<file path="src/core/tisdc_regs.vh">
// Register offsets, field positions, reset values and mode codes of the timer input select and capture block
`ifndef TISDC_REGS_VH
`define TISDC_REGS_VH
`define TISDC_OFS_INSEL      12'h000
`define TISDC_OFS_MODE       12'h004
`define TISDC_OFS_SOFTCNT    12'h008
`define TISDC_OFS_PRESC      12'h00c
`define TISDC_OFS_SHADOWCTL  12'h010
`define TISDC_OFS_MAINCNT    12'h014
`define TISDC_OFS_AUXCNT     12'h018
`define TISDC_OFS_CAP0       12'h020
`define TISDC_OFS_CAP1       12'h024
`define TISDC_OFS_CAP2       12'h028
`define TISDC_OFS_SHD0       12'h030
`define TISDC_OFS_SHD1       12'h034
`define TISDC_OFS_SHD2       12'h038
`define TISDC_RST_MAINSEL    2'h0
`define TISDC_RST_INSEL      8'h00
`define TISDC_RST_MODE       12'h000
`define TISDC_RST_PRESC      16'h0000
`define TISDC_AUXSEL_LSB     0
`define TISDC_MAINSRC_LSB    2
`define TISDC_AUXSRC_LSB     4
`define TISDC_MAINEXT_BIT    6
`define TISDC_AUXEXT_BIT     7
`define TISDC_MAINSEL_LSB    8
`define TISDC_SRC_PRESC      2'h0
`define TISDC_SRC_SOFT       2'h1
`define TISDC_SRC_RISE       2'h2
`define TISDC_SRC_FALL       2'h3
`define TISDC_MODE_RF        4'h4
`define TISDC_MODE_RISE      4'h5
`define TISDC_MODE_FALL      4'h6
`define TISDC_MODE_ANY       4'h7
`endif

</file>
<file path="src/core/tisdc_top.v">
// Timer input select, count sources and double-register capture with APB register access
// Operation
// - Aux two-bit select picks one of four
// - Bit 7 selects aux upper input group
// - Bit 6 selects main upper input group
// - Source 00 counts prescaler, ignores soft bit
// - Source 01 counts each soft-bit write of 1
// - Source 10 rising, 11 falling edge counting
// - Aux source field behaves like main's
// - Main channel settings update together consistently
// - Each channel independently set to a capture mode
// - Mode 0100 rise to capture, fall shadow
// - Mode 0101 rising edge shifts shadow chain
// - Mode 0110 falling edge shifts shadow chain
// - Mode 0111 any edge shifts shadow chain
// - Four-bit mode field per channel
`include "tisdc_regs.vh"
module tisdc_top #(
    parameter TW = 16
) (
    clk_sys,
    rstn,
    psel,
    penable,
    pwrite,
    paddr,
    pwdata,
    prdata,
    pready,
    pslverr,
    mainExtPins,
    auxExtPins,
    channelPin,
    channelAltOutIo,
    mainCount,
    auxCount
);
    input  wire            clk_sys;
    input  wire            rstn;
    input  wire            psel;
    input  wire            penable;
    input  wire            pwrite;
    input  wire [11:0]     paddr;
    input  wire [31:0]     pwdata;
    output reg  [31:0]     prdata;
    output reg             pready;
    output reg             pslverr;
    input  wire [7:0]      mainExtPins;
    input  wire [7:0]      auxExtPins;
    input  wire [2:0]      channelPin;
    output reg  [2:0]      channelAltOutIo;
    output reg  [TW-1:0]   mainCount;
    output reg  [TW-1:0]   auxCount;

    ////////////////////////////////////////////////////////////////////////////
    // Register map, byte addresses
    // 0x000 input select: [1:0] aux select, [3:2] main source, [5:4] aux source,
    //       [6] main upper group, [7] aux upper group, [9:8] main select
    // 0x004 staged channel modes, four bits per channel
    // 0x008 software count strobes, [0] main, [1] aux; reads zero
    // 0x00c prescaler period minus one
    // 0x010 write [0]=1 takes over the staged modes; reads the active modes
    // 0x014 main counter, 0x018 aux counter, read only
    // 0x020 to 0x028 capture registers, 0x030 to 0x038 shadow registers
    // Unmapped offsets answer with pslverr and drop writes
    reg  [7:0]      inSel_ff;
    reg  [1:0]      mainSel_ff;
    reg  [11:0]     modeAct_ff;
    reg  [11:0]     modeShd_ff;
    reg  [15:0]     presc_ff;
    reg  [15:0]     prescCnt_ff;
    reg  [7:0]      mainS1_ff;
    reg  [7:0]      mainS2_ff;
    reg  [7:0]      auxS1_ff;
    reg  [7:0]      auxS2_ff;
    reg  [2:0]      chS1_ff;
    reg  [2:0]      chS2_ff;
    reg  [2:0]      chS3_ff;
    reg             mainIn_ff;
    reg             auxIn_ff;
    reg             mainSoft_ff;
    reg             auxSoft_ff;
    reg  [TW-1:0]   mainCnt_ff;
    reg  [TW-1:0]   auxCnt_ff;
    reg  [TW-1:0]   capReg_ff [0:2];
    reg  [TW-1:0]   shdReg_ff [0:2];
    // Writes land in the access phase; read data is prepared in the setup phase
    wire            wrEn = psel & penable & pwrite;
    wire            setupRd = psel & ~penable & ~pwrite;
    wire            prescTick = (prescCnt_ff == presc_ff);
    wire [2:0]      mainIdx = {inSel_ff[`TISDC_MAINEXT_BIT], mainSel_ff};
    wire [2:0]      auxIdx  = {inSel_ff[`TISDC_AUXEXT_BIT], inSel_ff[1:0]};
    wire            mainNow = mainS2_ff[mainIdx];
    wire            auxNow  = auxS2_ff[auxIdx];
    wire [1:0]      mainSrc = inSel_ff[3:2];
    wire [1:0]      auxSrc  = inSel_ff[5:4];
    reg             mainTick;
    reg             auxTick;
    reg  [31:0]     nxt_prdata;
    reg             nxt_err;

    ////////////////////////////////////////////////////////////////////////////
    // Count event selection; edge compare uses the value seen in the last cycle
    always @* begin
        case (mainSrc)
            `TISDC_SRC_PRESC: mainTick = prescTick;
            `TISDC_SRC_SOFT:  mainTick = mainSoft_ff;
            `TISDC_SRC_RISE:  mainTick = mainNow & ~mainIn_ff;
            default:          mainTick = ~mainNow & mainIn_ff;
        endcase
        case (auxSrc)
            `TISDC_SRC_PRESC: auxTick = prescTick;
            `TISDC_SRC_SOFT:  auxTick = auxSoft_ff;
            `TISDC_SRC_RISE:  auxTick = auxNow & ~auxIn_ff;
            default:          auxTick = ~auxNow & auxIn_ff;
        endcase
    end

    ////////////////////////////////////////////////////////////////////////////
    // Two-stage synchronisers for the candidate inputs, then one history stage
    always @(posedge clk_sys or negedge rstn) begin
        if (!rstn) begin
            mainS1_ff <= 8'h00;
            mainS2_ff <= 8'h00;
            auxS1_ff  <= 8'h00;
            auxS2_ff  <= 8'h00;
            mainIn_ff <= 1'b0;
            auxIn_ff  <= 1'b0;
        end else begin
            mainS1_ff <= mainExtPins;
            mainS2_ff <= mainS1_ff;
            auxS1_ff  <= auxExtPins;
            auxS2_ff  <= auxS1_ff;
            // Changing the select can give one false edge unless both inputs sit at one level
            mainIn_ff <= mainNow;
            auxIn_ff  <= auxNow;
        end
    end

    // Prescaler restarts on its own tick, so the period is the setting plus one
    always @(posedge clk_sys or negedge rstn) begin
        if (!rstn)
            prescCnt_ff <= 16'h0000;
        else
            prescCnt_ff <= prescTick ? 16'h0000 : prescCnt_ff + 16'h0001;
    end

    // Output copies lag the counters by one cycle so that every output is a flop
    always @(posedge clk_sys or negedge rstn) begin
        if (!rstn) begin
            mainCnt_ff <= {TW{1'b0}};
            mainCount  <= {TW{1'b0}};
        end else begin
            if (mainTick)
                mainCnt_ff <= mainCnt_ff + {{(TW-1){1'b0}}, 1'b1};
            mainCount  <= mainCnt_ff;
        end
    end

    always @(posedge clk_sys or negedge rstn) begin
        if (!rstn) begin
            auxCnt_ff <= {TW{1'b0}};
            auxCount  <= {TW{1'b0}};
        end else begin
            if (auxTick)
                auxCnt_ff <= auxCnt_ff + {{(TW-1){1'b0}}, 1'b1};
            auxCount  <= auxCnt_ff;
        end
    end

    ////////////////////////////////////////////////////////////////////////////
    // Registers; the channel modes are staged and taken over together so
    // that all three channels change in one cycle, never half-written
    always @(posedge clk_sys or negedge rstn) begin
        if (!rstn) begin
            inSel_ff    <= `TISDC_RST_INSEL;
            mainSel_ff  <= `TISDC_RST_MAINSEL;
            modeAct_ff  <= `TISDC_RST_MODE;
            modeShd_ff  <= `TISDC_RST_MODE;
            presc_ff    <= `TISDC_RST_PRESC;
            mainSoft_ff <= 1'b0;
            auxSoft_ff  <= 1'b0;
        end else begin
            mainSoft_ff <= 1'b0;
            auxSoft_ff  <= 1'b0;
            if (wrEn) begin
                case (paddr)
                    `TISDC_OFS_INSEL: begin
                        inSel_ff   <= pwdata[7:0];
                        mainSel_ff <= pwdata[9:8];
                    end
                    `TISDC_OFS_MODE:  modeShd_ff <= pwdata[11:0];
                    `TISDC_OFS_SOFTCNT: begin
                        // One write of 1 gives exactly one count event
                        mainSoft_ff <= pwdata[0] & (mainSrc == `TISDC_SRC_SOFT);
                        auxSoft_ff  <= pwdata[1] & (auxSrc == `TISDC_SRC_SOFT);
                    end
                    `TISDC_OFS_PRESC: presc_ff <= pwdata[15:0];
                    `TISDC_OFS_SHADOWCTL: begin
                        if (pwdata[0])
                            modeAct_ff <= modeShd_ff;
                    end
                    default: ;
                endcase
            end
        end
    end

    ////////////////////////////////////////////////////////////////////////////
    // Per-channel capture; only the second stage feeds the history stage,
    // so edge detection never sees a possibly metastable first stage
    always @(posedge clk_sys or negedge rstn) begin
        if (!rstn) begin
            chS1_ff <= 3'h0;
            chS2_ff <= 3'h0;
            chS3_ff <= 3'h0;
        end else begin
            chS1_ff <= channelPin;
            chS2_ff <= chS1_ff;
            chS3_ff <= chS2_ff;
        end
    end

    // Mode 0100 loads each register on its own edge; the shift modes move the
    // pair together, so the capture register always holds the older stamp
    genvar g;
    generate
        for (g = 0; g < 3; g = g + 1) begin : gCh
            wire [3:0] mode = modeAct_ff[4*g+3:4*g];
            wire       rise = chS2_ff[g] & ~chS3_ff[g];
            wire       fall = ~chS2_ff[g] & chS3_ff[g];
            reg        shift;
            always @* begin
                case (mode)
                    `TISDC_MODE_RISE: shift = rise;
                    `TISDC_MODE_FALL: shift = fall;
                    `TISDC_MODE_ANY:  shift = rise | fall;
                    default:          shift = 1'b0;
                endcase
            end
            always @(posedge clk_sys or negedge rstn) begin
                if (!rstn) begin
                    capReg_ff[g]       <= {TW{1'b0}};
                    shdReg_ff[g]       <= {TW{1'b0}};
                    channelAltOutIo[g] <= 1'b0;
                end else begin
                    // Alternate output pin claimed in shift modes, left to general I/O in mode 0100 and other modes
                    channelAltOutIo[g] <= (mode[3:2] == 2'b01) & (mode[1:0] != 2'b00);
                    if (mode == `TISDC_MODE_RF) begin
                        if (rise)
                            capReg_ff[g] <= mainCnt_ff;
                        if (fall)
                            shdReg_ff[g] <= mainCnt_ff;
                    end else if (shift) begin
                        capReg_ff[g] <= shdReg_ff[g];
                        shdReg_ff[g] <= mainCnt_ff;
                    end
                end
            end
        end
    endgenerate

    ////////////////////////////////////////////////////////////////////////////
    // APB read path; zero wait states, unmapped reads return zero with error
    always @* begin
        nxt_prdata = 32'h0000_0000;
        nxt_err    = 1'b0;
        case (paddr)
            `TISDC_OFS_INSEL:     nxt_prdata = {22'h0, mainSel_ff, inSel_ff};
            `TISDC_OFS_MODE:      nxt_prdata = {20'h0, modeShd_ff};
            `TISDC_OFS_SOFTCNT:   nxt_prdata = 32'h0000_0000;
            `TISDC_OFS_PRESC:     nxt_prdata = {16'h0, presc_ff};
            `TISDC_OFS_SHADOWCTL: nxt_prdata = {20'h0, modeAct_ff};
            `TISDC_OFS_MAINCNT:   nxt_prdata = {{(32-TW){1'b0}}, mainCnt_ff};
            `TISDC_OFS_AUXCNT:    nxt_prdata = {{(32-TW){1'b0}}, auxCnt_ff};
            `TISDC_OFS_CAP0:      nxt_prdata = {{(32-TW){1'b0}}, capReg_ff[0]};
            `TISDC_OFS_CAP1:      nxt_prdata = {{(32-TW){1'b0}}, capReg_ff[1]};
            `TISDC_OFS_CAP2:      nxt_prdata = {{(32-TW){1'b0}}, capReg_ff[2]};
            `TISDC_OFS_SHD0:      nxt_prdata = {{(32-TW){1'b0}}, shdReg_ff[0]};
            `TISDC_OFS_SHD1:      nxt_prdata = {{(32-TW){1'b0}}, shdReg_ff[1]};
            `TISDC_OFS_SHD2:      nxt_prdata = {{(32-TW){1'b0}}, shdReg_ff[2]};
            default:              nxt_err    = 1'b1;
        endcase
    end

    always @(posedge clk_sys or negedge rstn) begin
        if (!rstn) begin
            prdata  <= 32'h0000_0000;
            pready  <= 1'b0;
            pslverr <= 1'b0;
        end else begin
            // Answer registered so the access phase lasts exactly one cycle
            pready  <= psel & ~penable;
            pslverr <= psel & ~penable & nxt_err;
            // Data is zero outside the answer cycle, so a stale word never lingers
            prdata  <= setupRd ? nxt_prdata : 32'h0000_0000;
        end
    end
endmodule // tisdc_top

</file>
<file path="config.mk">
export PLATFORM = sky130hd
export DESIGN_NAME = tisdc_top
export DESIGN_NICKNAME = d
export VERILOG_FILES = /design/src/core/tisdc_top.v
export VERILOG_INCLUDE_DIRS = /design/src /design/src/core
export SDC_FILE = /design/constraint.sdc
export NUM_CORES = 1
export LEC_CHECK = 0
export ABC_AREA = 1
export BUFFER_PORTS_ARGS = -buffer_cell sky130_fd_sc_hd__buf_2
export CORE_ASPECT_RATIO = 0.9
export CORE_MARGIN = 2
export CORE_UTILIZATION = 52
export CTS_CLUSTER_SIZE = 28
export DETAILED_ROUTE_END_ITERATION = 6
export GPL_TIMING_DRIVEN = 0
export PLACE_DENSITY_LB_ADDON = 0.3
export SYNTH_ARGS = -nofsm -noshare
export SYNTH_HDL_FRONTEND = slang
export SYNTH_SLANG_ARGS = --single-unit
</file>
<file path="constraint.sdc">
create_clock -name clk_sys -period 1.95 [get_ports clk_sys]
set_input_delay 0.39 -clock clk_sys [delete_from_list [all_inputs] [get_ports clk_sys]]
set_output_delay 0.39 -clock clk_sys [all_outputs]
set_load 0.05 [all_outputs]
</file>
# Word level (Yosys, flattened, before mapping)
# Cells that the tools add are included.
# W data, S select, Z words.
word_totals:
  ff_bits: 308
  inputBits: 68
  out_inout_bits: 69
  wordCells: 166
classes:
  addsub: 3
  n_lt_le_gt_ge: 2
  n_eq_ne: 38
  mux: 35
  bitwise_logic: 35
  n_reduce_logical: 20
op_table:
  columns: ["cell", "n"]
  rows:
  - ["$mux W16", 19]
  - ["$pmux W16 S12", 1]
  - ["$eq A12 B6 Y1 const B", 6]
  - ["$add A16 B1 Y16 const B", 3]
  - ["$eq A4 B3 Y1 const B", 12]
  - ["$eq A12 B5 Y1 const B", 3]
  - ["$mux W32", 1]
  - ["$eq A12 B4 Y1 const B", 2]
  - ["$and A1 B1 Y1", 20]
  - ["$reduce_and A2 Y1", 9]
  - ["$eq A16 B16 Y1", 1]
  - ["$pmux W1 S3", 5]
  - ["$reduce_or A13 Y1", 1]
  - ["$eq A12 B3 Y1 const B", 1]
  - ["$logic_not A12 Y1", 1]
  - ["$ne A2 B2 Y1 const B", 6]
  - ["$not A1 Y1", 12]
  - ["$reduce_bool A2 Y1", 6]
  - ["$eq A2 B1 Y1 const B", 5]
  - ["$lt A3 B4 Y1 const B", 2]
  - ["$mux W1", 7]
  - ["$bmux W1 S3", 2]
  - ["$eq A2 B2 Y1 const B", 2]
  - ["$logic_not A2 Y1", 2]
  - ["2 further kinds", 4]

# Logic depth before layout (Yosys ltp)
depth:
  word_depth: 6
  mapped_depth: 13
  depth_no_buf: 11

# Worst setup path before layout
# OpenSTA, ideal clock, no wires.
synth_timing:
  path_kind: "input to register"
  start: "input port paddr[11]"
  end: "register prdata[11]"
  setup_time_ps: 69
  arrival_ps: 1534
  t_required_ps: 1881
  path_slack_ps: 348
  stages: 11
  path_buffers: 2
  path_cell_list: "nor2_1 nand3_2 nor2_4 buf_4 nand2_2 a21oi_2 nor2_1 nand3_2 nand2_4 buf_6 nor2_2"
synth_between:
  elab_chain_cells: 3
  word_cells_on_any_way: 14
  classes_between: "11 x eq/ne; 2 x mux; 1 x reduce/logical"
synth_lines:
  columns: ["element", "line_no", "rtl"]
  rows:
  - ["start, declared", "tisdc_top.v:43", "input wire [11:0] paddr;"]
  - ["$eq A12 B6 Y1, or another cell as far along", "tisdc_top.v:268", "case (paddr)"]
  - ["$pmux W16 S12 *", "tisdc_top.v:268", null]
  - ["$mux W32 *", "tisdc_top.v:296", "prdata <= setupRd ? nxt_prdata : 32'h0000_0000;"]
  - ["end signal, assigned", "tisdc_top.v:296", null]
  - ["end, declared", "tisdc_top.v:45", "output reg [31:0] prdata;"]
# Mark *: on every way between the ends. The rest lies on a longest branch, timed or not.
# A chain may end at the register's enable or synchronous reset.

# Final worst setup path
layout_timing:
  start: "input port paddr[9]"
  end: "register prdata[1]"
# The elaborated chain is that of the path after synthesis.

==> results_dict.tcl <==
set metrics [dict create \
    syn_inst 1738 \
    final_layout_size_suffix_gt1_share_pct 16.5 \
    synthMuxAreaShare_pct 1.04 \
    die_y_um 160 \
    intPower_uw 9670 \
    synthAdderAreaFrac_pct 0.799 \
    path_cells "buf_2, inv_1, nand3_2, clkinv_1, nand2_1, inv_1, nand2_1, nand2_1, nor2_1, nand2_1, nor2_1, nor2_1" \
    hp-class "in2reg" \
    worst_pin_slew_ns 0.729 \
    fin_setup_tns_ns 0 \
    pin_count 137 \
    synth_seq_cells 292 \
    powerDensity_nw_per_um2 750 \
    cp-end-kind "flop" \
    p_sw_share_pct 22.6 \
    rr_endpoint "mainCnt_ff[12]$_DFFE_PN0P_" \
    async_reset_ff_share_pct 100 \
    start_kind "input port" \
    synth_common_cells "nand2_1 (487), dfrtp_1 (292), nor2_1 (214)" \
    grt_pass1_wl_um 70100 \
    arrival_ns 2.29 \
    fin_util_pct 62.1 \
    grtUsageTotal_pct 32.2 \
    min_path_cells 3 \
    ant_nets 0 \
    tritoncts "built" \
    drc 0 \
    top_regs "capReg_ff: 48 flops, shdReg_ff: 48 flops" \
    synth.avg_cell_area_sq_um 8.11 \
    drtIter0Drc 1462 \
    cp_num_buf_inv 4 \
    dpl.hpwl_um 33600 \
    r2r_start "mainCnt_ff[7]$_DFFE_PN0P_" \
    relSlewSlack_pct 51.2 \
    synth-edff-count 0 \
    pwr-share-comb_pct 4.0 \
    status "finished clean" \
    cp.required_ns 2.37 \
    wl_per_cell_um 19.8 \
    path_common_cell "nand2_1" \
    slew_violations 0 \
    crit_path_top_delay_cell "nor2_1" \
    maxCapViolations 0 \
    reg2regPathDepth 7 \
    first_global_vias 12251 \
    start_util_pct 52.6 \
    setup_violations 0 \
    grt-ovfl-total 0 \
    vias 12948 \
    synth_top_family_by_area "simple AND/OR/NAND/NOR gates" \
    r2r_slack_ns 0.09 \
    yosys.cell_types.count 39 \
    synth_xor_area_share_pct 1.93 \
    synthSimpleGateAreaFrac_pct 29.5 \
    synth_compound_area_share_pct 6.71 \
    synth_top_area_share_pct 51.8 \
    vias_per_cell 5.66 \
    fin_crit_ns 1.87 \
    yosys.area.top_type "dfrtp_1" \
    syn_area_sq_um 14100 \
    dieArea_sq_um 28500 \
    yosys_warnings 0 \
    synth_ff_type "dfrtp_1" \
    cts_buffers 30 \
    rsz0062_at_grt "true" \
    clkTransAtPathRegs_ns 0.07 \
    power.leakage_uw 0.00848 \
    path_class "in2reg" \
    grt_max_degree 123 \
    syn_to_final_growth_pct 18.1 \
    drt_pass1_iterations 6 \
    max-vdd-ir-drop_v 0.000711 \
    pwr-share-clk_pct 47.0 \
    fp.coreArea_sq_um 26800 \
    path_delay_family "simple AND/OR/NAND/NOR gates" \
    wl_um 45400 \
    yosysMostFrequentCell "nand2_1" \
    clk_latency_ns 0.58 \
    antenna_found_initial 0 \
    clock_path_buffers 3 \
    fin_crit_sh_pct 96.0 \
    clock_sinks 292 \
    clock-root-buffer "clkbuf_16" \
    cts_max_level 1 \
    num-fill-cells 2375 \
    antennaDiodeCount 0 \
    ys_top_cells_by_area "dfrtp_1 (52%), nand2_1 (13%), nor2_1 (5.7%), inv_1 (4.1%), nand3_1 (4.0%)" \
    fmax_ghz 0.534 \
    fin_nets 1993 \
    cp-startpoint "paddr[9]" \
    yosysSeqAreaShare_pct 51.8 \
    io_buffers 104 \
    gp_congestion 1.01 \
    seq_power_share_pct 49.1 \
    die_x_um 178 \
    worstHoldEndpoint "pready$_DFF_PN0_" \
    hold_violations 0 \
    p_switching_uw 2820 \
    hold_start "psel" \
    worstPathMaxFanout 9 \
    slowest_delay_ns 0.36 \
    row_count 57 \
    fin_skew_ns 0.0215 \
]
==> cell usage in the layout (no fill, tap or decap), drive strengths merged <==
master       synthesis  routed
clkinvlp             0       2
a31oi               49      49
nand2              493     493
dfrtp              292     292
xnor2                5       5
ha                   9       9
o211ai               5       5
xor2                26      26
buf                 68     176
clkinv               5      15
bufinv               0       3
clkbuf              29      67
nand3              119     119
inv                163     163
a21oi               60      60
mux2                13      13
dlygate4sd3          0      21
nor2               231     231
nor3                25      25
nor4                 3       3
o21ai               58      58
nand4               80      80
o21a                 1       1
nand3b               1       1
conb                 1      16
nor3b                2       2
==> logic make-up after synthesis <==
family | after synthesis
muxes | 13
xor gates and xnor gates | 31
DFF | 292
and+or+nand+nor | 954
other | 1
AOI/OAI and AO/OA | 173
adders and majority gates | 9
buffers and inverters | 265
==> layout make-up <==
type / count / area [sq um] / share of cell area (%)
clock buffer: 36 / 833 / 5.00
tap: 354 / 443 / 2.66
inverter: 168 / 637 / 3.82
multi-input combinational: 1196 / 5830 / 35.0
timing repair buffer: 134 / 848 / 5.09
buffer: 94 / 574 / 3.45
clock inverter: 15 / 179 / 1.07
sequential: 292 / 7310 / 43.9
==> per-layer routing <==
metal  track usage (%)  vias to the layer above  wire length [um]
met5                 0                        -                 0
met2              48.4                      630             20100
met1              47.5                     6304             19400
met4              9.87                        0              1420
met3              6.19                       96              4410
li1                  -                     5918                 -
==> power by group through the flow <==
| stage | logic (uW) | registers (uW) | clock network [uW] |
|---|---|---|---|
| 3_3_place_gp | 435 | 6240 | 0 |
| 4_1_cts | 491 | 6130 | 5940 |
| 5_1_grt | 543 | 6130 | 6170 |
| 3_5_place_dp | 458 | 6240 | 0 |
| 6_report | 494 | 6130 | 5870 |
| 2_1_floorplan | 199 | 6240 | 0 |
==> stage by stage <==
step,instance area (sq um),setup WS [ns],instances,power (uW),hold WS [ns]
floorplan,14200,0.348,1753,6440,0.0944
CTS,16500,0.0123,2285,12600,0.0346
detailed placement,15200,-0.477,2213,6690,0.335
global placement,15100,-4.80,2211,6670,0.332
global route,16700,-0.0128,2289,12800,0.0780
finish,16700,0.0773,2289,12500,0.0725
==> worst max path at each step <==
stage                                            end  slack (ns)  cells after the start
after floorplan                 prdata[11]$_DFF_PN0_        0.35                     11
after global placement        mainCount[0]$_DFF_PN0_       -4.80                      1
after detailed placement         prdata[5]$_DFF_PN0_       -0.48                     12
after CTS                 mainCnt_ff[14]$_DFFE_PN0P_        0.01                      9
after global routing       auxCnt_ff[10]$_DFFE_PN0P_       -0.01                     10
final                            prdata[1]$_DFF_PN0_        0.08                     12
==> worst register-to-register path: cells and delay by family, from the launching register on <==
family | cells | cell delay [ns]
AND/OR/NAND/NOR | 4 | 0.58
buffers and inverters | 2 | 0.66
flip-flops | 1 | 0.34
XOR/XNOR | 1 | 0.16
==> what timing repair did <==
action,4_1_cts,5_1_grt
pin swaps,0,5
hold buffers,21,0
resized for setup,17,58
endpoints found under the hold margin,91,0
endpoints found under the setup margin,104,123
setup buffers,0,7
No activity file was read; power rests on OpenSTA's default activity.
